File: config.mk
export PLATFORM = sky130hd
export DESIGN_NAME = ewf_wake_link
export DESIGN_NICKNAME = d
export VERILOG_FILES = /design/src/rtl/ewf_pkg.sv /design/src/rtl/ewf_wake_link.sv
export SDC_FILE = /design/constraint.sdc
export NUM_CORES = 1
export LEC_CHECK = 0
export BUFFER_PORTS_ARGS = -buffer_cell sky130_fd_sc_hd__buf_2
export CAP_MARGIN = 20
export CORE_UTILIZATION = 56
export CTS_CLUSTER_SIZE = 40
export DETAILED_ROUTE_END_ITERATION = 12
export GPL_TIMING_DRIVEN = 0
export MAX_ROUTING_LAYER = met4
export PLACE_DENSITY = 0.76
export SYNTH_ARGS = -nofsm -noshare
export SYNTH_HDL_FRONTEND = slang
export SYNTH_SLANG_ARGS = --single-unit
File: constraint.sdc
create_clock -name clk -period 4.2 [get_ports clk]
set_clock_uncertainty 0.1 [all_clocks]
set_input_delay 0.21 -clock clk [delete_from_list [all_inputs] [get_ports clk]]
set_output_delay 0.21 -clock clk [all_outputs]
set_load 0.02 [all_outputs]
File: src/rtl/ewf_pkg.sv
// Constants and types shared by the wake and link status block
package ewf_pkg;

  localparam int unsigned ADDR_W = 12;
  localparam int unsigned DATA_W = 32;

  // Register indices; byte address is four times the index
  localparam logic [9:0] IDX_PHY_CONTROL = 10'h022;
  localparam logic [9:0] IDX_WAKE_IRQ_ENABLE = 10'h024;
  localparam logic [9:0] IDX_LINK_IRQ_ENABLE = 10'h026;
  localparam logic [9:0] IDX_WAKE_LINK_STATUS = 10'h028;
  localparam logic [9:0] IDX_WAKE_FILTER_COMMAND = 10'h030;
  localparam logic [9:0] IDX_FILTER_MASK [2] = '{10'h032, 10'h040};
  localparam logic [9:0] IDX_FILTER_CRC [2] = '{10'h036, 10'h044};
  localparam logic [9:0] IDX_FILTER_START [2] = '{10'h038, 10'h046};
  localparam logic [9:0] IDX_FILTER_TAIL [2] = '{10'h03a, 10'h048};
  localparam logic [9:0] IDX_STATION_LOW = 10'h050;
  localparam logic [9:0] IDX_STATION_HIGH = 10'h051;

  // wake_link_status fields
  localparam int unsigned ST_PRI_FLAG = 0;
  localparam int unsigned ST_PRI_STATE = 1;
  localparam int unsigned ST_SEC_FLAG = 2;
  localparam int unsigned ST_SEC_STATE = 3;
  localparam int unsigned ST_MAGIC = 4;
  localparam int unsigned ST_PIN = 5;
  localparam int unsigned ST_FRAME = 6;

  // wake_filter_command fields
  localparam int unsigned CMD_F0_EN = 0;
  localparam int unsigned CMD_F0_UNI = 1;
  localparam int unsigned CMD_F1_EN = 2;
  localparam int unsigned CMD_F1_UNI = 3;
  localparam int unsigned CMD_CASCADE = 4;

  // Link change and wake enable fields
  localparam int unsigned LIE_PRI = 0;
  localparam int unsigned LIE_SEC = 2;
  localparam int unsigned WIE_PRI_UP = 0;
  localparam int unsigned WIE_SEC_UP = 2;
  localparam int unsigned WIE_MAGIC = 4;
  localparam int unsigned WIE_PIN = 5;
  localparam int unsigned WIE_FRAME = 6;
  localparam int unsigned PCR_PHY_SEL = 0;

  // Reset values
  localparam logic PHY_SEL_RESET = 1'b1;
  localparam logic [7:0] BYTE_RESET = 8'h00;
  localparam logic [15:0] CRC_RESET = 16'h0000;
  localparam logic [31:0] MASK_RESET = 32'h0000_0000;
  localparam logic [47:0] STATION_RESET = 48'h0000_0000_0000;

  // Filter arithmetic
  localparam logic [15:0] CRC16_POLY = 16'h8005;
  localparam logic [15:0] CRC16_INIT = 16'h0000;
  localparam logic [10:0] CASCADE_GAP = 11'h020;
  localparam logic [10:0] FILTER_SPAN = 11'h020;
  localparam logic [10:0] DA_BYTES = 11'h006;

  // Link poll period
  localparam int unsigned LINK_POLL_MS = 200;
  localparam int unsigned CLK_HZ = 100_000_000;
  localparam int unsigned LINK_POLL_CYCLES = LINK_POLL_MS * (CLK_HZ / 1000);
  localparam int unsigned POLL_W = 25;

  typedef enum logic [2:0] {
    RX_IDLE = 3'b001,
    RX_RECV = 3'b010,
    RX_EVAL = 3'b100
  } ewf_rx_state_t;

endpackage

File: src/rtl/ewf_wake_link.sv
// Wake frame filters, link polling and wake/link status behind an APB slave
// Functional notes
// RULE1: Poll both PHY links every 200 ms; enabled change raises link interrupt.
// RULE2: Link-up and link-down transitions both count as link-change events.
// RULE3: Link enable bit 2 gates secondary link interrupts, reset disabled.
// RULE4: Status bits 0 and 2 set on link change, cleared by status read.
// RULE5: Status bits 1 and 3 show current primary and secondary link state.
// RULE6: Status bit 4 set on magic packet wake, cleared by status read.
// RULE7: Status bit 5 set on external pin wake, cleared by status read.
// RULE8: Status bit 6 set on filter frame wake, cleared by status read.
// RULE9: Software reads status after wake or link interrupt to find source.
// RULE10: Command bits 0 and 2 enable filters; software loads filter first.
// RULE11: Bits 1 and 3 additionally require destination equal station address.
// RULE12: Command bit 4 cascades; both masks, offsets, filter 1 CRC/tail used.
// RULE13: In cascade software sets both enables and equal unicast bits.
// RULE14: Cascaded second mask starts at byte offset0*2+32+offset1*2.
// RULE15: Each filter has 32-bit byte mask, mask byte 0 is bits 7..0.
// RULE16: CRC-16 x16+x15+x2+1 over masked bytes compared with stored CRC.
// RULE17: Filter offset counts two-byte units from first destination byte.
// RULE18: Tail byte compared with byte of highest set mask bit.
// RULE19: Mask bit n selects n-th byte from filter start.
// RULE20: Software writes filter command register last.
// RULE21: PHY control bit 0 selects embedded PHY, reset 1; 0 selects MII.
// RULE22: Enabled wake events drive the wake interrupt.
// RULE23: Software sets frame wake enable bit 6 before low power.
// RULE24: CRC starts at zero per frame, bytes in order, LSB first.
//
// Register access over APB was chosen for this implementation.
`timescale 1ns/1ps
`default_nettype none

module ewf_wake_link #(
  parameter int unsigned PollCycles = ewf_pkg::LINK_POLL_CYCLES
) (
  input wire logic clk,
  input wire logic resetn,
  input wire logic psel,
  input wire logic penable,
  input wire logic pwrite,
  input wire logic [ewf_pkg::ADDR_W-1:0] paddr,
  input wire logic [ewf_pkg::DATA_W-1:0] pwdata,
  output logic [ewf_pkg::DATA_W-1:0] prdata,
  output logic pready,
  output logic pslverr,
  input wire logic primaryLinkUp,
  input wire logic secondaryLinkUp,
  input wire logic magicPacketSeen,
  input wire logic externalWakePin,
  input wire logic rxValid,
  input wire logic rxSof,
  input wire logic rxEof,
  input wire logic [7:0] rxData,
  output logic linkIrq,
  output logic wakeIrq,
  output logic phySelectEmbedded
);
  import ewf_pkg::*;

  function automatic logic isReg(input logic [ADDR_W-1:0] addr, input logic [9:0] idx);
    isReg = (addr == {idx, 2'b00});
  endfunction

  function automatic logic [15:0] crc16Byte(input logic [15:0] crcIn, input logic [7:0] d);
    logic [15:0] c;
    c = crcIn;
    for (int i = 0; i < 8; i++) begin
      if (c[15] ^ d[i]) begin
        c = {c[14:0], 1'b0} ^ CRC16_POLY;
      end else begin
        c = {c[14:0], 1'b0};
      end
    end
    crc16Byte = c;
  endfunction

  logic [7:0] wakeIrqEnable;
  logic [7:0] linkIrqEnable;
  logic [7:0] wakeFilterCommand;
  logic [47:0] stationMacAddress;
  logic [31:0] filterMask [2];
  logic [15:0] filterCrc [2];
  logic [7:0] filterStart [2];
  logic [7:0] filterTail [2];
  logic primaryLinkChangedFlag;
  logic secondaryLinkChangedFlag;
  logic primaryLinkState;
  logic secondaryLinkState;
  logic magicWakeFlag;
  logic pinWakeFlag;
  logic frameWakeFlag;
  logic [POLL_W-1:0] pollCnt;
  logic pollTick;
  logic primaryChange;
  logic secondaryChange;
  logic pinLast;
  logic pinWakeSet;
  logic magicWakeSet;
  logic frameWakeSet;
  logic setupPhase;
  logic accessPhase;
  logic wrEn;
  logic statusRead;
  logic mapped;
  logic [DATA_W-1:0] readValue;
  logic [7:0] statusValue;
  ewf_rx_state_t rxState;
  logic [10:0] posCnt;
  logic [10:0] byteIdx;
  logic accept;
  logic firstByte;
  logic [10:0] winStart [2];
  logic [1:0] hit;
  logic [1:0] feed;
  logic [15:0] crcAcc [2];
  logic [7:0] tailAcc [2];
  logic [1:0] anyAcc;
  logic daMatch;
  logic [2:0] daSel;
  logic [1:0] filterHit;
  logic frameMatch;
  logic cascade;

  // APB: data captured at setup so the access phase can always answer at once
  assign setupPhase = psel & ~penable;
  assign accessPhase = psel & penable;
  assign pready = 1'b1;
  assign wrEn = accessPhase & pwrite;
  assign statusRead = accessPhase & ~pwrite & isReg(paddr, IDX_WAKE_LINK_STATUS);

  assign statusValue = {1'b0, frameWakeFlag, pinWakeFlag, magicWakeFlag,
                        secondaryLinkState, secondaryLinkChangedFlag,
                        primaryLinkState, primaryLinkChangedFlag};

  always_comb begin
    readValue = '0;
    mapped = 1'b1;
    if (isReg(paddr, IDX_PHY_CONTROL)) begin
      readValue = {31'h0, phySelectEmbedded};
    end else if (isReg(paddr, IDX_WAKE_IRQ_ENABLE)) begin
      readValue = {24'h0, wakeIrqEnable};
    end else if (isReg(paddr, IDX_LINK_IRQ_ENABLE)) begin
      readValue = {24'h0, linkIrqEnable};
    end else if (isReg(paddr, IDX_WAKE_LINK_STATUS)) begin
      readValue = {24'h0, statusValue}; // see RULE5
    end else if (isReg(paddr, IDX_WAKE_FILTER_COMMAND)) begin
      readValue = {24'h0, wakeFilterCommand};
    end else if (isReg(paddr, IDX_STATION_LOW)) begin
      readValue = stationMacAddress[31:0];
    end else if (isReg(paddr, IDX_STATION_HIGH)) begin
      readValue = {16'h0, stationMacAddress[47:32]};
    end else begin
      mapped = 1'b0;
      for (int k = 0; k < 2; k++) begin
        if (isReg(paddr, IDX_FILTER_MASK[k])) begin
          readValue = filterMask[k];
          mapped = 1'b1;
        end else if (isReg(paddr, IDX_FILTER_CRC[k])) begin
          readValue = {16'h0, filterCrc[k]};
          mapped = 1'b1;
        end else if (isReg(paddr, IDX_FILTER_START[k])) begin
          readValue = {24'h0, filterStart[k]};
          mapped = 1'b1;
        end else if (isReg(paddr, IDX_FILTER_TAIL[k])) begin
          readValue = {24'h0, filterTail[k]};
          mapped = 1'b1;
        end
      end
    end
  end

  always_ff @(posedge clk or negedge resetn) begin
    if (!resetn) begin
      prdata <= '0;
      pslverr <= 1'b0;
    end else if (setupPhase) begin
      prdata <= pwrite ? '0 : readValue;
      pslverr <= ~mapped;
    end
  end

  // Control registers
  always_ff @(posedge clk or negedge resetn) begin
    if (!resetn) begin
      phySelectEmbedded <= PHY_SEL_RESET;
      wakeIrqEnable <= BYTE_RESET;
      linkIrqEnable <= BYTE_RESET;
      wakeFilterCommand <= BYTE_RESET;
      stationMacAddress <= STATION_RESET;
    end else if (wrEn) begin
      if (isReg(paddr, IDX_PHY_CONTROL)) begin
        phySelectEmbedded <= pwdata[PCR_PHY_SEL]; // see RULE21
      end
      if (isReg(paddr, IDX_WAKE_IRQ_ENABLE)) begin
        wakeIrqEnable <= pwdata[7:0] & 8'h75;
      end
      if (isReg(paddr, IDX_LINK_IRQ_ENABLE)) begin
        linkIrqEnable <= pwdata[7:0] & 8'h05; // see RULE3
      end
      if (isReg(paddr, IDX_WAKE_FILTER_COMMAND)) begin
        wakeFilterCommand <= pwdata[7:0] & 8'h1f;
      end
      if (isReg(paddr, IDX_STATION_LOW)) begin
        stationMacAddress[31:0] <= pwdata;
      end
      if (isReg(paddr, IDX_STATION_HIGH)) begin
        stationMacAddress[47:32] <= pwdata[15:0];
      end
    end
  end

  for (genvar k = 0; k < 2; k++) begin : g_filter_regs
    always_ff @(posedge clk or negedge resetn) begin
      if (!resetn) begin
        filterMask[k] <= MASK_RESET;
        filterCrc[k] <= CRC_RESET;
        filterStart[k] <= BYTE_RESET;
        filterTail[k] <= BYTE_RESET;
      end else if (wrEn) begin
        if (isReg(paddr, IDX_FILTER_MASK[k])) begin
          filterMask[k] <= pwdata; // see RULE15
        end
        if (isReg(paddr, IDX_FILTER_CRC[k])) begin
          filterCrc[k] <= pwdata[15:0];
        end
        if (isReg(paddr, IDX_FILTER_START[k])) begin
          filterStart[k] <= pwdata[7:0];
        end
        if (isReg(paddr, IDX_FILTER_TAIL[k])) begin
          filterTail[k] <= pwdata[7:0];
        end
      end
    end
  end

  // Link polling
  assign pollTick = (pollCnt == POLL_W'(PollCycles - 1));
  assign primaryChange = pollTick & (primaryLinkUp != primaryLinkState); // see RULE2
  assign secondaryChange = pollTick & (secondaryLinkUp != secondaryLinkState); // see RULE2

  always_ff @(posedge clk or negedge resetn) begin
    if (!resetn) begin
      pollCnt <= '0;
    end else begin
      pollCnt <= pollTick ? '0 : pollCnt + 1'b1; // see RULE1
    end
  end

  always_ff @(posedge clk or negedge resetn) begin
    if (!resetn) begin
      primaryLinkState <= 1'b0;
      secondaryLinkState <= 1'b0;
    end else if (pollTick) begin
      primaryLinkState <= primaryLinkUp; // see RULE5
      secondaryLinkState <= secondaryLinkUp;
    end
  end

  // Wake sources gated by their enables
  assign pinWakeSet = externalWakePin & ~pinLast & wakeIrqEnable[WIE_PIN];
  assign magicWakeSet = magicPacketSeen & wakeIrqEnable[WIE_MAGIC];

  always_ff @(posedge clk or negedge resetn) begin
    if (!resetn) begin
      pinLast <= 1'b0;
    end else begin
      pinLast <= externalWakePin;
    end
  end

  // Flags clear only for bits seen by the read, and a new event wins over the clear
  always_ff @(posedge clk or negedge resetn) begin
    if (!resetn) begin
      primaryLinkChangedFlag <= 1'b0;
      secondaryLinkChangedFlag <= 1'b0;
      magicWakeFlag <= 1'b0;
      pinWakeFlag <= 1'b0;
      frameWakeFlag <= 1'b0;
    end else begin
      primaryLinkChangedFlag <= primaryChange |
        (primaryLinkChangedFlag & ~(statusRead & prdata[ST_PRI_FLAG])); // see RULE4
      secondaryLinkChangedFlag <= secondaryChange |
        (secondaryLinkChangedFlag & ~(statusRead & prdata[ST_SEC_FLAG])); // see RULE4
      magicWakeFlag <= magicWakeSet |
        (magicWakeFlag & ~(statusRead & prdata[ST_MAGIC])); // see RULE6
      pinWakeFlag <= pinWakeSet |
        (pinWakeFlag & ~(statusRead & prdata[ST_PIN])); // see RULE7
      frameWakeFlag <= frameWakeSet |
        (frameWakeFlag & ~(statusRead & prdata[ST_FRAME])); // see RULE8
    end
  end

  // Interrupt lines are levels held while an enabled flag is pending
  assign linkIrq = (primaryLinkChangedFlag & linkIrqEnable[LIE_PRI]) |
                   (secondaryLinkChangedFlag & linkIrqEnable[LIE_SEC]); // see RULE1
  assign wakeIrq = magicWakeFlag | pinWakeFlag | frameWakeFlag |
    (primaryLinkChangedFlag & primaryLinkState & wakeIrqEnable[WIE_PRI_UP]) |
    (secondaryLinkChangedFlag & secondaryLinkState & wakeIrqEnable[WIE_SEC_UP]); // see RULE22

  // Receive frame tracking; a frame start during evaluation is not seen
  assign firstByte = rxValid & rxSof & (rxState == RX_IDLE);
  assign accept = firstByte | (rxValid & (rxState == RX_RECV));
  assign byteIdx = (rxState == RX_IDLE) ? 11'h000 : posCnt;

  always_ff @(posedge clk or negedge resetn) begin
    if (!resetn) begin
      rxState <= RX_IDLE;
      posCnt <= '0;
    end else begin
      unique case (rxState)
        RX_IDLE: begin
          if (firstByte) begin
            rxState <= rxEof ? RX_EVAL : RX_RECV;
            posCnt <= 11'h001;
          end
        end
        RX_RECV: begin
          if (rxValid) begin
            if (rxEof) begin
              rxState <= RX_EVAL;
            end
            if (posCnt != '1) begin
              posCnt <= posCnt + 1'b1;
            end
          end
        end
        RX_EVAL: begin
          rxState <= RX_IDLE;
        end
        default: begin
          rxState <= RX_IDLE;
        end
      endcase
    end
  end

  assign cascade = wakeFilterCommand[CMD_CASCADE];
  assign winStart[0] = {2'b00, filterStart[0], 1'b0}; // see RULE17
  assign winStart[1] = cascade ?
    winStart[0] + CASCADE_GAP + {2'b00, filterStart[1], 1'b0} : // see RULE14
    {2'b00, filterStart[1], 1'b0};
  assign feed[0] = cascade ? 1'b0 : hit[0];
  assign feed[1] = cascade ? (hit[0] | hit[1]) : hit[1]; // see RULE12

  for (genvar k = 0; k < 2; k++) begin : g_filter
    logic [10:0] rel;
    logic [15:0] crcBase;
    assign rel = byteIdx - winStart[k];
    assign hit[k] = accept & (byteIdx >= winStart[k]) & (rel < FILTER_SPAN) &
                    filterMask[k][rel[4:0]]; // see RULE19
    assign crcBase = firstByte ? CRC16_INIT : crcAcc[k];

    always_ff @(posedge clk or negedge resetn) begin
      if (!resetn) begin
        crcAcc[k] <= CRC16_INIT;
        tailAcc[k] <= BYTE_RESET;
        anyAcc[k] <= 1'b0;
      end else if (accept) begin
        crcAcc[k] <= feed[k] ? crc16Byte(crcBase, rxData) : crcBase; // see RULE24
        if (feed[k]) begin
          tailAcc[k] <= rxData; // see RULE18
        end
        anyAcc[k] <= feed[k] | (anyAcc[k] & ~firstByte);
      end
    end
  end

  assign daSel = 3'h5 - byteIdx[2:0];

  always_ff @(posedge clk or negedge resetn) begin
    if (!resetn) begin
      daMatch <= 1'b0;
    end else if (accept && byteIdx < DA_BYTES) begin
      daMatch <= (firstByte | daMatch) &
                 (rxData == stationMacAddress[{daSel, 3'b000} +: 8]); // see RULE11
    end
  end

  assign filterHit[0] = wakeFilterCommand[CMD_F0_EN] & anyAcc[0] &
    (crcAcc[0] == filterCrc[0]) & (tailAcc[0] == filterTail[0]) &
    (~wakeFilterCommand[CMD_F0_UNI] | daMatch); // see RULE16
  assign filterHit[1] = wakeFilterCommand[CMD_F1_EN] & anyAcc[1] &
    (crcAcc[1] == filterCrc[1]) & (tailAcc[1] == filterTail[1]) &
    (~wakeFilterCommand[CMD_F1_UNI] | daMatch); // see RULE10
  assign frameMatch = cascade ? (wakeFilterCommand[CMD_F0_EN] & filterHit[1]) :
                      (filterHit[0] | filterHit[1]);
  assign frameWakeSet = (rxState == RX_EVAL) & frameMatch & wakeIrqEnable[WIE_FRAME];
endmodule // ewf_wake_link

`default_nettype wire

* After elaboration in Yosys (flattened, before gate mapping)
Cells that the tools add are included.
Widths: inputs -> output; s select.
** Operators by class
- Add/sub/neg operators :: 7
- $lt $le $gt $ge :: 7
- Eq/ne operators :: 31
- Shift-type cells :: 1
- Mux-type cells :: 84
- Bitwise operators :: 111
- Reduce and logical (&&, ||, !) cells :: 20
** Operators by type and width (number)
- $mux 16 :: 35
- $mux 32 :: 13
- $eq 12x8->1 const B :: 9
- $eq 12x9->1 const B :: 6
- $mux 11 :: 5
- $and 1x1->1 :: 49
- $not 3->3 :: 16
- $shiftx 48x7->8 :: 1
- $eq 16x16->1 :: 2
- $reduce_and 2->1 :: 16
- $add 25x1->25 const B :: 1
- $eq 25x25->1 const B :: 1
- $mux 25 :: 1
- $eq 8x8->1 :: 3
- $lt 11x6->1 const B :: 2
- $pmux 11 s2 :: 1
- $mux 1 :: 20
- $or 1x1->1 :: 18
- $mux 8 :: 2
- $xor 1x1->1 :: 16
- $lt 5x6->1 const B :: 2
- $mux 3 :: 4
- $not 1->1 :: 12
- $add 10x9->11 :: 1
- other kinds (21) :: 25
** Storage, ports and cells
- Register bits :: 320
- Input bits :: 64
- Output and inout port bits :: 37
- Logic and storage cells :: 295

* Longest topological paths before layout
- Depth after elaboration :: 27
- Gate-level depth with buffers :: 21
- Depth with buffers taken out :: 20

* Worst setup path after synthesis
Ideal clock, no wire load.
- Kind :: register to register
- Start :: register rxState[0]
- End :: register crcAcc[1] (netlist bit)
- Library setup time :: 0.126 ns
- Arrival time :: 4.345 ns
- Data required time :: 3.974 ns
- Slack :: -0.371 ns
- Stages on the path, launching flop included :: 18
- Buffers on the path :: 4
- Period minus slack after synthesis :: 4.571 ns
- Cells stage by stage :: dfstp_2 -> or3b_1 -> buf_6 -> clkbuf_1 -> nand2_1 -> clkbuf_1 -> ha_1 -> inv_1 -> fa_1 -> a21o_1 -> a21oi_1 -> xnor2_1 -> or4_1 -> a2111oi_4 -> o2111ai_2 -> and2_4 -> buf_6 -> a311o_1
** Between the ends
- Word-level cells in the longest chain between the ends :: 26
- Elaborated cells on any way between the ends :: 54
- Classes of those cells :: add/sub (2); order compare (4); eq/ne (2); mux (23); bitwise (23)
** RTL lines
- start, declared :: RTL line ewf_wake_link.sv:106 : ewf_rx_state_t rxState;
- start signal, assigned :: RTL line ewf_wake_link.sv:312 : rxState <= rxEof ? RX_EVAL : RX_RECV;
- $eq 3x1->1 :: RTL line ewf_wake_link.sv:300, ewf_wake_link.sv:302
- $and 1x1->1 :: RTL line ewf_wake_link.sv:300 : assign firstByte = rxValid & rxSof & (rxState == RX_IDLE);
- $mux 16 :: RTL line ewf_wake_link.sv:350 : assign crcBase = firstByte ? CRC16_INIT : crcAcc[k];
- $xor 1x1->1 / $not 3->3 (equally long branches)
- $mux 16 :: RTL line ewf_wake_link.sv:67 : if (c[15] ^ d[i]) begin
- $mux 16 :: RTL line ewf_wake_link.sv:357 : end else if (accept) begin
- $xor 1x1->1 :: RTL line ewf_wake_link.sv:67
- $mux 16 :: RTL line ewf_wake_link.sv:67
- [10 not listed]
- $xor 1x1->1 :: RTL line ewf_wake_link.sv:67
- $mux 16 :: RTL line ewf_wake_link.sv:67
- $mux 16 :: RTL line ewf_wake_link.sv:357
- $xor 1x1->1 :: RTL line ewf_wake_link.sv:67
- $mux 16 :: RTL line ewf_wake_link.sv:67
- $mux 16 :: RTL line ewf_wake_link.sv:357
- $mux 16 :: RTL line ewf_wake_link.sv:67
- $mux 16 :: RTL line ewf_wake_link.sv:358 : crcAcc[k] <= feed[k] ? crc16Byte(crcBase, rxData) : crcBase;
- end signal, assigned by index :: RTL line ewf_wake_link.sv:358
- end, declared :: RTL line ewf_wake_link.sv:114 : logic [15:0] crcAcc [2];
Several ways; a longest one is shown, not always the timed one. The select of a mux whose other input is x is not followed.
A chain may end at the register's enable or synchronous reset.

* Final worst setup path
- Start :: register filterStart[10] (netlist bit)
- End :: register crcAcc[5] (netlist bit)
** Between the ends
- Word-level cells in the longest chain between the ends :: 10
- Elaborated cells on any way between the ends :: 22
- Classes of those cells :: add/sub (4); order compare (4); mux (7); bitwise (7)
** RTL lines
- start, declared :: RTL line ewf_wake_link.sv:82 : logic [7:0] filterStart [2];
- start signal, assigned by index :: RTL line ewf_wake_link.sv:226 : filterStart[k] <= pwdata[7:0];
- $add 9x6->10 :: RTL line ewf_wake_link.sv:339 : winStart[0] + CASCADE_GAP + {2'b00, filterStart[1], 1'b0} :
- $add 10x9->11 :: RTL line ewf_wake_link.sv:339
- $mux 11 :: RTL line ewf_wake_link.sv:338 : assign winStart[1] = cascade ?
- $sub 11x11->11 / $ge 11x11->1 (equally long branches) :: RTL line ewf_wake_link.sv:347, ewf_wake_link.sv:348
- $lt 11x6->1, or another cell as far along :: RTL line ewf_wake_link.sv:348 : assign hit[k] = accept & (byteIdx >= winStart[k]) & (rel < FILTER_SPAN) &
- $and 1x1->1 / $mux 1 (equally long branches) :: RTL line ewf_wake_link.sv:348, ewf_wake_link.sv:349
- $and 1x1->1 :: RTL line ewf_wake_link.sv:348
- $or 1x1->1 :: RTL line ewf_wake_link.sv:342 : assign feed[1] = cascade ? (hit[0] | hit[1]) : hit[1];
- $mux 1 * :: RTL line ewf_wake_link.sv:342
- $mux 16 * :: RTL line ewf_wake_link.sv:358
Mark *: on every way between the ends. The rest lies on a longest branch, timed or not. The select of a mux whose other input is x is not followed.

==> results.toml <==
[logic_synthesis]
synth-main-ff-cell = "dfrtp_1"
synth_edf_count = 0
synth_top_area_share_pct = 44.3
yosys_warnings = 0
yosysSeqAreaShare_pct = 44.6
yosys.cell_count.top_type = "dfrtp_1"
synth_nets = 1799
avgSynthCellArea_um2 = 10.6
synth.distinct_cells = 89
synthTopCellsByArea = "dfrtp_1 44%, mux2_2 12%, xnor2_1 4.2%, nand2_1 3.4%, xor2_1 3.3%"
ys_top_cells_by_count = "318 x dfrtp_1, 199 x mux2_2, 164 x nand2_1"
synth_top_area_cell = "dfrtp_1"
synthArstFlopShare_pct = 100
syn_inst = 1696
ys_ff_latch = 320
syn_area_um2 = 18000

[place]
dp_slack_ps = -1350
dpl.hpwl_mm = 42.9
portBuffers = 95
placed_area_um2 = 19000
gp_congestion = 0.997
placed_cells = 2196

[timing]
min_period_ps = 4570
slew_headroom_pct = 28.7
timing.hold.ws_ps = 93.8
tightest_slew_ps = 1070
max_freq_mhz = 219
rsz0062_at_grt = "yes"
layout_setup_ws_ps = -372
drv_slew = 0
setup_viol = 25
period_share_pct = 109
hold_viol_final = 0

[die]
num_rows = 65
die_h_um = 181
io_pins = 101
initial_core_util_pct = 56.9
design.core.area_um2 = 31600
die_area_um2 = 32800
die_x_um = 181

[critical_path]
startpoint_type = "flop"
cp_max_fo = 5
end_kind = "flop"
cp.required_ps = 4510
worstSetupPathType = "flop to flop"
crit_arrival_ps = 4880

[power]
power_mw = 7.26
powerDensity_nw_per_um2 = 335
max-vdd-ir-drop_mv = 0.246
p_leak_nw = 10.1

[route]
drc = 0
wirelength_met1_mm = 24.5
wl_met2_mm = 26.3
dr_wl_met3_mm = 5.80
topRoutingLayerUsed = "met4"
via_per_inst = 6.53
wire_per_inst_um = 25.3
first_pass_iters = 8
vias = 15400
initialDrtViolationCount = 1765
wl_mm = 59.6
ant_nets = 0

[outcome]
violations = "negative setup slack"
outcome = "finished, violations left"

[grt]
first_global_vias = 15000
antenna_found_initial = 1
grt_usage_pct = 37.7
overflow = 0
grt_pass1_wl_mm = 90.5
grt_max_degree = 126

[finish]
drive_above_1_share_pct = 26.7
stdcell_count = 2356
n_fill_cell = 2357
layout.nets = 2029
syn_to_final_growth_pct = 20.8
design_area_um2 = 21700

[clock_network]
cts-root-buf = "clkbuf_16"
clock-sinks = 320
clk_latency_ps = 540
clock_path_buffers = 3
numCtsBuffers = 37
cts_tree = "done"
h-tree-depth = 2
clk_pin_slew_ps = 60

[run]
cap_violations = 0

[worst_hold_path]
worstHoldPathType = "input pin to flop"
-- flip-flops by register name, indices dropped and copies added, names as in the netlist, 2 cells and up --
signal             count
crcAcc                32
filterCrc             32
posCnt                11
filterStart           16
stationMacAddress     48
linkIrqEnable          2
anyAcc                 2
filterTail            16
tailAcc               16
wakeIrqEnable          5
filterMask            64
prdata                32
wakeFilterCommand      5
rxState                3
pollCnt               25
-- cells in the final DEF (no fill, tap or decap), drive strengths merged, types with 54 or more instances in the layout --
master / instances
a21oi: 71
buf: 172
clkbuf: 113
dfrtp: 318
inv: 54
mux2: 203
nand2: 165
nor2: 107
o21ai: 58
xnor2: 87
xor2: 67
-- final cells by class --
type,count,area (µm²),share of cell area (%)
buffer,81,383,1.77
timing repair buffer,194,1480,6.80
clock inverter,10,123,0.566
antenna,1,2.50,0.0115
tap,402,503,2.32
inverter,53,199,0.918
clock buffer,56,1100,5.06
multi-input combinational,1239,9880,45.6
sequential,320,8020,37.0
-- worst paths after layout --
| check | from | endpoint | slack (ps) | cells after the start |
|---|---|---|---|---|
| worst min register to register | pollCnt[0]$_DFF_PN0_ | pollCnt[0]$_DFF_PN0_ | 350 | 1 |
| worst max register to register | filterStart[10]$_DFFE_PN0P_ | crcAcc[5]$_DFFE_PN0P_ | -370 | 21 |
| worst max-delay path | filterStart[10]$_DFFE_PN0P_ | crcAcc[5]$_DFFE_PN0P_ | -370 | 21 |
| worst min-delay path | penable | pinWakeFlag$_DFF_PN0_ | 90 | 5 |
| min in group asynchronous | resetn | pollCnt[11]$_DFF_PN0_ | 140 | 2 |
| max in group asynchronous | resetn | filterMask[27]$_DFFE_PN0P_ | 2770 | 3 |
-- critical path: stages (launching register included) --
cell,delay (ps)
dfrtp_2,430
ha_4,300
ha_4,190
a21o_1,190
a21oi_2,160
o21bai_1,110
a21oi_2,180
buf_4,140
xnor2_2,100
nor2_1,50
a21oi_1,140
ha_1,290
nor2b_4,140
a2111o_1,300
a31oi_1,160
o221a_2,210
and4_4,270
o211ai_1,100
buf_4,200
and2_4,220
buf_8,140
a221o_1,320
-- kinds of logic after synthesis --
| family | after synthesis | synth area share, % |
|---|---|---|
| and+or+nand+nor | 452 | 11.9 |
| AOI/OAI and AO/OA | 331 | 13.4 |
| DFF | 320 | 44.6 |
| muxes | 258 | 16.1 |
| xor gates and xnor gates | 158 | 8.02 |
| buffers and inverters | 137 | 3.07 |
| adders and majority gates | 39 | 2.80 |
| other | 1 | 0.0209 |
-- layer usage --
layer | vias up | track usage (%)
li1 | 6655 | -
met1 | 7668 | 50.8
met2 | 880 | 55.1
met3 | 177 | 7.30
met4 | 0 | 17.5
met5 | - | -
-- through the flow --
step / util (%) / TNS (ps)
after detailed placement: 60.3 / -57120
after floorplan: - / 0
final: 68.7 / -7600
after global placement: 60.1 / -1051690
after CTS: 68.4 / -7240
after global routing: 68.7 / -10800
-- repair_timing --
action,CTS,global route
hold buffers,46,0
resized for setup,97,21
buffers inserted,36,13
endpoints found under the hold margin,213,0
gates cloned,3,0
endpoints found under the setup margin,50,50
pin swaps,35,24
-- report_power, final --
part / internal, mW / total, mW / switching [mW]
Sequential: 3.15 / 3.20 / 0.0572
Combinational: 0.322 / 0.803 / 0.481
Clock: 1.94 / 3.26 / 1.32
Total: 5.40 / 7.26 / 1.86
(Power assumes the default switching activity.)
